`config.mk`:
```
export PLATFORM = sky130hd
export DESIGN_NAME = dbgcs_ctrl
export DESIGN_NICKNAME = d
export VERILOG_FILES = /design/src/hw/dbgcs_pkg.sv /design/src/hw/dbgcs_ctrl.sv
export VERILOG_INCLUDE_DIRS = /design/src /design/src/hw
export SDC_FILE = /design/constraint.sdc
export NUM_CORES = 1
export LEC_CHECK = 0
export ABC_AREA = 1
export ABC_CLOCK_PERIOD_IN_PS = 1100
export BUFFER_PORTS_ARGS = -buffer_cell sky130_fd_sc_hd__clkbuf_2
export CORE_MARGIN = 2
export CORE_UTILIZATION = 35
export CTS_CLUSTER_SIZE = 12
export DETAILED_ROUTE_END_ITERATION = 8
export GPL_ROUTABILITY_DRIVEN = 0
export PLACE_DENSITY_LB_ADDON = 0.08
export SKIP_CTS_REPAIR_TIMING = 1
export SYNTH_ARGS = -nofsm -noshare
export SYNTH_HDL_FRONTEND = slang
export SYNTH_SLANG_ARGS = --single-unit
```
`constraint.sdc`:
```
create_clock -name core_clk -period 1.1 [get_ports core_clk]
set_input_delay 0.055 -clock core_clk [delete_from_list [all_inputs] [get_ports core_clk]]
set_output_delay 0.055 -clock core_clk [all_outputs]
set_load 0.005 [all_outputs]
```
`src/hw/dbgcs_consts.svh`:
```
// Constants for the debug control/status byte block
// Assumes inclusion by the package only; the design module uses its macros through it
`ifndef DBGCS_CONSTS_SVH
`define DBGCS_CONSTS_SVH

// --------------------------------------------------
// Field positions
// --------------------------------------------------
`define DBGCS_BIT_ENABLE 7
`define DBGCS_BIT_ACTIVE 6
`define DBGCS_BIT_CONT_STOP 5
`define DBGCS_BIT_UNUSED 4
`define DBGCS_BIT_STEAL 3
`define DBGCS_BIT_CLKSRC 2
`define DBGCS_BIT_UNSECURE_STATUS 1
`define DBGCS_BIT_ERASE 0

// --------------------------------------------------
// Reset values and timing
// --------------------------------------------------
`define DBGCS_RESET_NORMAL 8'h00
`define DBGCS_STEAL_TIMEOUT 512
`define DBGCS_SERIAL_CLOCK_SOURCE_BIT_SETTLE_CYC 150

`endif

```
`src/hw/dbgcs_pkg.sv`:
```
// Types for the debug control/status byte block
// Assumes the constants header sits beside it
package dbgcs_pkg;
    `include "dbgcs_consts.svh"

    // --------------------------------------------------
    // Link command request
    // --------------------------------------------------
    typedef enum logic [1:0] {
        DBGCS_CMD_NONE,
        DBGCS_CMD_READ,
        DBGCS_CMD_WRITE_CS,
        DBGCS_CMD_ERASE
    } dbgcs_cmd_t;

    typedef struct packed {
        logic valid;
        dbgcs_cmd_t cmd;
        logic [7:0] wdata;
    } dbgcs_req_t;

    // --------------------------------------------------
    // Device condition inputs
    // --------------------------------------------------
    typedef struct packed {
        logic secured;
        logic stop_mode;
        logic ack_enabled;
        logic special_single_chip;
        logic enter_active;
        logic exit_active;
        logic erase_done;
        logic soft_reset;
    } dbgcs_cond_t;

    typedef enum logic [1:0] {
        DBGCS_ACC_IDLE,
        DBGCS_ACC_WAIT,
        DBGCS_ACC_GRANT
    } dbgcs_acc_state_t;
endpackage : dbgcs_pkg
```
`src/hw/dbgcs_ctrl.sv`:
```
// Debug control/status byte with access arbitration and clock select
// Assumes a link decoder delivering one-cycle command pulses on core_clk
`timescale 1ns/100ps
// Function
// - Byte reads only through debug-link commands; no CPU read path exists.
// - Link writes accepted only while the device is not secured.
// - Bits 3, 2 change only by the write-control-status command; bit 7 also by special single chip reset.
// - Stop-continue bit write ignored while in stop mode.
// - Bits 6, 1, 0 read-only; hardware alone updates them.
// - Enable bit gates active debug mode entry; the accepted command set does not depend on it.
// - Special single chip reset sets enable and active-debug-mode flag.
// - Active flag sets on entering, clears on exiting active debug mode.
// - Stop clocks: bit 5 selects serial-only or all; disabled means no effect.
// - With handshake and enable bit on, first acknowledge after stop entry is long.
// - Handshake on: steal 0 waits free cycle, timeout 512; steal 1 next cycle.
// - Handshake off: access takes the next bus cycle always.
// - Clock-source bit resets 0, set by write, cleared only by reset.
// - Unsecure flag follows security state; allows security bit changes.
// - Erase flag set only by the erase command, not by ordinary writes.
// - Erase flag clears on erase completion or soft reset.
module dbgcs_ctrl
    import dbgcs_pkg::*;
#(
    parameter int STEAL_TIMEOUT = `DBGCS_STEAL_TIMEOUT
) (
    // Clock and reset
    input wire logic core_clk,
    input wire logic rst,
    // Debug link command port
    input wire dbgcs_req_t link_req,
    output logic link_accept,
    output logic [7:0] link_rdata,
    output logic link_rvalid,
    // Device conditions
    input wire dbgcs_cond_t cond,
    // Debug bus access arbitration
    input wire logic dbg_access_req,
    input wire logic bus_free,
    output logic dbg_access_grant,
    // Control outputs
    output logic debug_enable_bit,
    output logic active_debug_mode_flag,
    output logic serial_clock_source_bit,
    output logic unsecure_status,
    output logic erase_pending,
    output logic stop_keep_serial_clk,
    output logic stop_keep_all_clks,
    output logic long_ack_next,
    output logic active_entry_allowed
);

    // --------------------------------------------------
    // State
    // --------------------------------------------------
    logic enable_reg;
    logic active_reg;
    logic cont_stop_reg;
    logic steal_reg;
    logic clksrc_reg;
    logic erase_reg;
    logic ssc_seen_reg;
    logic stop_prev_reg;
    logic long_ack_reg;
    logic [7:0] rdata_reg;
    logic rvalid_reg;
    logic [9:0] wait_cnt_reg;
    dbgcs_acc_state_t acc_state_reg;
    dbgcs_acc_state_t acc_state_next;

    function automatic logic is_cmd(input dbgcs_req_t r, input dbgcs_cmd_t c);
        is_cmd = r.valid && (r.cmd == c);
    endfunction : is_cmd

    // --------------------------------------------------
    // Command decode
    // --------------------------------------------------
    wire logic rd_cmd = is_cmd(link_req, DBGCS_CMD_READ);
    wire logic wr_cmd = is_cmd(link_req, DBGCS_CMD_WRITE_CS) && !cond.secured;
    wire logic erase_cmd = is_cmd(link_req, DBGCS_CMD_ERASE);
    wire logic stop_entry = cond.stop_mode && !stop_prev_reg;
    wire logic ssc_start = !ssc_seen_reg;
    wire logic [7:0] status_byte = {
        enable_reg, active_reg, cont_stop_reg, 1'b0,
        steal_reg, clksrc_reg, !cond.secured, erase_reg
    };

    assign link_accept = rd_cmd || wr_cmd || erase_cmd;
    assign link_rdata = rdata_reg;
    assign link_rvalid = rvalid_reg;

    // --------------------------------------------------
    // Outputs
    // --------------------------------------------------
    assign debug_enable_bit = enable_reg;
    assign active_debug_mode_flag = active_reg;
    assign serial_clock_source_bit = clksrc_reg;
    assign unsecure_status = !cond.secured;
    assign erase_pending = erase_reg;
    assign stop_keep_serial_clk = enable_reg && cond.stop_mode;
    assign stop_keep_all_clks = enable_reg && cond.stop_mode && cont_stop_reg;
    assign long_ack_next = long_ack_reg;
    assign active_entry_allowed = enable_reg;

    // --------------------------------------------------
    // Control/status byte
    // --------------------------------------------------
    always_ff @(posedge core_clk) begin
        if (rst) begin
            enable_reg <= 1'b0;
            active_reg <= 1'b0;
            cont_stop_reg <= 1'b0;
            steal_reg <= 1'b0;
            clksrc_reg <= 1'b0;
            ssc_seen_reg <= 1'b0;
        end else begin
            ssc_seen_reg <= 1'b1;
            if (ssc_start && cond.special_single_chip) begin
                enable_reg <= 1'b1;
            end else if (wr_cmd) begin
                enable_reg <= link_req.wdata[`DBGCS_BIT_ENABLE];
            end
            if (ssc_start && cond.special_single_chip) begin
                active_reg <= 1'b1;
            end else if (cond.enter_active && enable_reg) begin
                active_reg <= 1'b1;
            end else if (cond.exit_active) begin
                active_reg <= 1'b0;
            end
            if (wr_cmd && !cond.stop_mode) begin
                cont_stop_reg <= link_req.wdata[`DBGCS_BIT_CONT_STOP];
            end
            if (wr_cmd) begin
                steal_reg <= link_req.wdata[`DBGCS_BIT_STEAL];
            end
            if (wr_cmd && link_req.wdata[`DBGCS_BIT_CLKSRC]) begin
                clksrc_reg <= 1'b1;
            end
        end
    end

    // --------------------------------------------------
    // Erase flag and read data
    // --------------------------------------------------
    always_ff @(posedge core_clk) begin
        if (rst) begin
            erase_reg <= 1'b0;
            rdata_reg <= `DBGCS_RESET_NORMAL;
            rvalid_reg <= 1'b0;
        end else begin
            if (erase_cmd) begin
                erase_reg <= 1'b1;
            end else if (cond.erase_done || cond.soft_reset) begin
                erase_reg <= 1'b0;
            end
            rvalid_reg <= rd_cmd;
            if (rd_cmd) begin
                rdata_reg <= status_byte;
            end
        end
    end

    // --------------------------------------------------
    // Long acknowledge after stop entry
    // --------------------------------------------------
    always_ff @(posedge core_clk) begin
        if (rst) begin
            stop_prev_reg <= 1'b0;
            long_ack_reg <= 1'b0;
        end else begin
            stop_prev_reg <= cond.stop_mode;
            if (stop_entry && cond.ack_enabled && enable_reg) begin
                long_ack_reg <= 1'b1;
            end else if (link_accept) begin
                long_ack_reg <= 1'b0;
            end
        end
    end

    // --------------------------------------------------
    // Bus access arbitration
    // --------------------------------------------------
    wire logic timeout_hit = (wait_cnt_reg == 10'(STEAL_TIMEOUT - 1));
    wire logic wait_mode = cond.ack_enabled && !steal_reg;

    always_comb begin
        acc_state_next = acc_state_reg;
        unique case (acc_state_reg)
            DBGCS_ACC_IDLE: begin
                if (dbg_access_req) begin
                    acc_state_next = wait_mode ? DBGCS_ACC_WAIT : DBGCS_ACC_GRANT;
                end
            end
            DBGCS_ACC_WAIT: begin
                if (bus_free || timeout_hit) begin
                    acc_state_next = DBGCS_ACC_GRANT;
                end
            end
            DBGCS_ACC_GRANT: begin
                acc_state_next = DBGCS_ACC_IDLE;
            end
            default: begin
                acc_state_next = DBGCS_ACC_IDLE;
            end
        endcase
    end

    assign dbg_access_grant = (acc_state_reg == DBGCS_ACC_GRANT);

    always_ff @(posedge core_clk) begin
        if (rst) begin
            acc_state_reg <= DBGCS_ACC_IDLE;
            wait_cnt_reg <= 10'h000;
        end else begin
            acc_state_reg <= acc_state_next;
            if (acc_state_reg == DBGCS_ACC_WAIT) begin
                wait_cnt_reg <= wait_cnt_reg + 10'h001;
            end else begin
                wait_cnt_reg <= 10'h000;
            end
        end
    end

endmodule : dbgcs_ctrl

```
=== After elaboration in Yosys (flattened, before gate mapping) ===
Cells that the tools add are included.

* Register bits: 29
* Logic and storage cells: 67
* Output and inout port bits: 20

* Reductions and logical operators: 30
* Bitwise operators: 1
* Add/subtract/negate cells: 1
* Muxes and demuxes: 14
* Eq/ne operators: 8

{| class="wikitable"
|+ Operators with widths
! operator !! count
|-
| logical AND 1 bit || 14
|-
| adder 10 x 1 -> 10 bit (second input constant) || 1
|-
| equality test 10 x 9 -> 1 bit (second input constant) || 1
|-
| two-way mux 1 bit || 10
|-
| equality test 2 bit (second input constant) || 3
|-
| two-way mux 2 bit || 3
|-
| nonzero test 2 bit || 3
|-
| logical NOT 1 bit || 5
|-
| equality test 2 x 1 -> 1 bit (second input constant) || 2
|-
| logical OR 1 bit || 4
|-
| inequality test 2 bit (second input constant) || 2
|-
| one-hot mux 2 bit (2 select lines) || 1
|-
| nonzero test 3 bit || 1
|-
| logical NOT 2 bit || 1
|-
| AND reduction 2 bit || 1
|-
| OR reduction 2 bit || 1
|-
| NOT 1 bit || 1
|}

=== Depth between registers and ports, before layout ===
* Depth in word-level cells: 7
* Depth in mapped cells: 7
* Mapped depth without buffers: 7

=== Worst setup path after synthesis ===
OpenSTA, ideal clock, no wires.

* Path type: reg2reg
* From: reg wait_cnt_reg[0]
* To: reg acc_state_reg[0]
* Library setup time: 0.119 ns
* Data required time: 0.981 ns
* Cell stages (with the launch flop): 7
* Clock period less this slack: 1.057 ns
* Path slack: 0.043 ns
* Arrival time: 0.938 ns
* Path buffers: 0
* Cells stage by stage: dfxtp_1 -> ha_1 -> inv_1 -> nor2_4 -> nand3_2 -> nand2_2 -> a21oi_1

* Longest elaborated chain between the ends: 4

{| class="wikitable"
|+ RTL lines
! item !! line !! source
|-
| from (decl) || dbgcs_ctrl.sv:66 || <nowiki>logic [9:0] wait_cnt_reg;</nowiki>
|-
| from (signal assigned) || dbgcs_ctrl.sv:216 || <nowiki>wait_cnt_reg <= wait_cnt_reg + 10'h001;</nowiki>
|-
| equality test 10 x 9 -> 1 bit || dbgcs_ctrl.sv:182 || <nowiki>wire logic timeout_hit = (wait_cnt_reg == 10'(STEAL_TIMEOUT - 1));</nowiki>
|-
| logical OR 1 bit || dbgcs_ctrl.sv:194 || <nowiki>if (bus_free || timeout_hit) begin</nowiki>
|-
| inequality test 2 bit (no line) || - ||
|-
| AND reduction 2 bit (no line) || - ||
|-
| to (signal assigned) || dbgcs_ctrl.sv:214 || <nowiki>acc_state_reg <= acc_state_next;</nowiki>
|-
| to (decl) || dbgcs_ctrl.sv:67 || <nowiki>dbgcs_acc_state_t acc_state_reg;</nowiki>
|}

Every way passes these cells.
A chain may end at the register's enable or synchronous reset.

=== Worst setup path after layout ===
* From: reg wait_cnt_reg[2]
* To: reg acc_state_reg[0]

Same word-level chain as after synthesis.

==> qor.tcl <==
set qor(final_hold_viol_count) 0
set qor(seqCellArea_sq_um) 584.3
set qor(grt_setup_unrepaired) {no}
set qor(detailed_place.area_sq_um) 1523
set qor(die_width_microns) 64.62
set qor(maximum_number_of_pins_on_one_net_before_global_route_repair) 13
set qor(final_net_count) 239
set qor(filler_cell_count) 385
set qor(grt_pass1_wl_microns) 4567
set qor(yosysTopAreaCell) {dfxtp_1}
set qor(drt_iter0_drc) 41
set qor(numClockSinks) 29
set qor(flow.area_growth_from_synthesis_pct) 27.24
set qor(ctsHtreeMaxLevel) 2
set qor(post-route-drc-count) 0
set qor(synthesis.nets) 195
set qor(post_layout_total_power_mw) 2.152
set qor(ys_top_cells_by_area) {dfxtp_1 45%, nor2_1 9.0%, nand2_1 7.9%, inv_1 7.3%, nand3_1 4.3%}
set qor(cts_buffers) 5
set qor(power.ir.vdd_worst_uv) 475.0
set qor(endpoint_kind) {flip-flop}
set qor(synth-seq-cells) 29
set qor(p_int_mw) 1.631
set qor(vias) 1169
set qor(synth_sequential_area_ratio) 0.4514
set qor(route.final.wire_length_microns) 2700
set qor(clock-skew-final_ps) 7.700
set qor(clockPowerShare) 0.383
set qor(final_area_sq_um) 1637
set qor(synth_enable_flop_cells) 0
set qor(pwr-share-seq) 0.516
set qor(cts-root-to-sink-buffers) 2
set qor(crit_arrival_ps) 1200
set qor(cts_tree) {done}
set qor(cell_area_after_synthesis_sq_um) 1286
set qor(synth_most_common_cell) {nor2_1}
set qor(synthDominantCellAreaShare) 0.4514
set qor(congestion_overflow_gr) 0
set qor(num_rows) 22
set qor(grt-busiest-layer) {met2}
set qor(finalHoldWorstSlack_ps) 3.049
set qor(vias_in_the_first_global_route) 1061
set qor(r2r_start) {wait_cnt_reg[2]$_SDFF_PP0_}
set qor(proportion_of_synthesized_flip_flops_having_asynchronous_set_or_reset) 0
set qor(worstHoldPathType) {in -> reg}
set qor(maxSlewViolCount) 0
set qor(groute.layer.met1.usage) 0.1703
set qor(dominantRegCellSynth) {dfxtp_1}
set qor(synth-warning-count) 0
set qor(synth_area_per_cell_sq_um) 7.522
set qor(viasPerCell) 4.428
set qor(leakage_nw) 0.7287
set qor(dr_pass1_iterations) 4
set qor(timing.fmax_mhz) 970.8
set qor(num_antenna_cells) 0
set qor(met2_layer_usage_reported_by_global_route) 0.2383
set qor(min_from) {cond[7]}
set qor(clk_pin_slew_worst_paths_ps) 50
set qor(hold_path_depth) 2
set qor(startpoint_types) {flip-flop}
set qor(rr_endpoint) {acc_state_reg[0]$_SDFFE_PP0P_}
set qor(synth_cell_types) 23
set qor(global_route.usage.met3) 0.05903
set qor(power.density_nw_per_um2) 1315
set qor(outcome) {finished, final reports clean}
set qor(r2r_cells) 5
set qor(worstSkewPairLatency_ps) 280
set qor(die-area_sq_um) 4176
set qor(p_sw_uw) 521.2
set qor(clk_root_buffer_cell) {clkbuf_8}
set qor(timing.critical_path.required_ps) 1270
set qor(power_switching_share) 0.2422
set qor(layout_min_cycle_time_ps) 1030
set qor(drv_cap) 0
set qor(number_of_flip_flops_in_the_largest_register) 10
set qor(ff2ff_setup_slack_ps) 70
set qor(globalRouteTotalUtil) 0.1466
set qor(timing.final.setup_violations) 0
set qor(postSynthCellCount) 171
set qor(power.share.combinational) 0.101
set qor(most_frequent_cells_after_synthesis) {31 x nor2_1, 29 x dfxtp_1, 27 x nand2_1, 25 x inv_1, 11 x nand3_1}
set qor(avgRoutedWirePerCell_microns) 10.23
set qor(cp_max_fo) 5
set qor(multi_input_comb_area_sq_um) 595.6
set qor(share_of_cells_above_drive_strength_1) 0.3380
set qor(worstHoldEndpoint) {link_rdata[1]$_SDFFE_PP0P_}
set qor(io-pin-count) 43
set qor(buffer_ports.inserted) 37
set qor(placeable_core_region_sq_um) 3606
set qor(die_height_microns) 64.62
set qor(antenna_violations_before_repair) 0
set qor(worstSetupPathType) {reg -> reg}
set qor(detailedPlacementHpwl_microns) 2107
set qor(initial_core_util) 0.3567
set qor(period_share) 0.9364
set qor(ant_nets) 0
==> kinds of logic after synthesis <==
family | synth area share
simple gates | 0.3084
buf+inv | 0.1031
flops | 0.4514
compound gates | 0.1109
xor+xnor | 0.01362
fa+ha+maj | 0.009726
other cells | 0.002915
==> worst max-delay path: stages, from the launching register on <==
cell and delay (ps):
dfxtp_1 420, nand2_1 120, nor2_4 150, nand3_2 90, nand2_2 70, a21oi_1 60
==> layer usage <==
layer  wire length (microns)  vias to the layer above
li1                        -                      616
met1                    1253                      518
met2                    1254                       33
met3                     173                        2
met4                      19                        0
met5                       0                        -
==> how the worst max path moves through the flow <==
stage,to,startpoint,slack (ps)
floorplan,acc_state_reg[0]$_SDFFE_PP0P_,wait_cnt_reg[0]$_SDFF_PP0_,40
global placement,acc_state_reg[0]$_SDFFE_PP0P_,wait_cnt_reg[0]$_SDFF_PP0_,20
detailed placement,acc_state_reg[0]$_SDFFE_PP0P_,wait_cnt_reg[1]$_SDFF_PP0_,-7
CTS,acc_state_reg[0]$_SDFFE_PP0P_,wait_cnt_reg[1]$_SDFF_PP0_,-20
global route,wait_cnt_reg[9]$_SDFF_PP0_,wait_cnt_reg[2]$_SDFF_PP0_,3
finish,acc_state_reg[0]$_SDFFE_PP0P_,wait_cnt_reg[2]$_SDFF_PP0_,70
==> layout by cell type (no fill, tap or decap), types with 10 or more instances in the layout <==
cell type  Yosys  layout
clkbuf_2       0      37
nor2_1        31      30
nand2_1       27      26
dfxtp_1       29      26
inv_1         25      24
nand3_1       11      11
a21oi_1       10      10
==> power by group through the flow <==
| stage | clock [mW] | sequential, mW | combinational [mW] |
|---|---|---|---|
| CTS | 0.845 | 1.11 | 0.215 |
| floorplan | 0 | 1.13 | 0.122 |
| finish | 0.824 | 1.11 | 0.216 |
| detailed placement | 0 | 1.13 | 0.214 |
| global route | 0.914 | 1.12 | 0.249 |
| global placement | 0 | 1.13 | 0.208 |
==> layout make-up <==
type	count	area share
clock buffer	8	0.04893
multi-input combinational	112	0.3639
tap	48	0.03670
inverter	25	0.05734
sequential	29	0.3570
timing repair buffer	42	0.1361
==> through the flow <==
| stage | cells | worst slack [ps] | utilization | TNS [ps] |
|---|---|---|---|---|
| after CTS | 263 | -17.16 | 0.4445 | -45.29 |
| final | 264 | 69.94 | 0.4539 | 0 |
| after global placement | 255 | 18.88 | 0.4223 | 0 |
| after global routing | 264 | 3.276 | 0.4539 | 0 |
| after detailed placement | 255 | -7.423 | 0.4223 | -7.423 |
| after floorplan | 171 | 43.15 | - | 0 |
(Power assumes the default switching activity.)
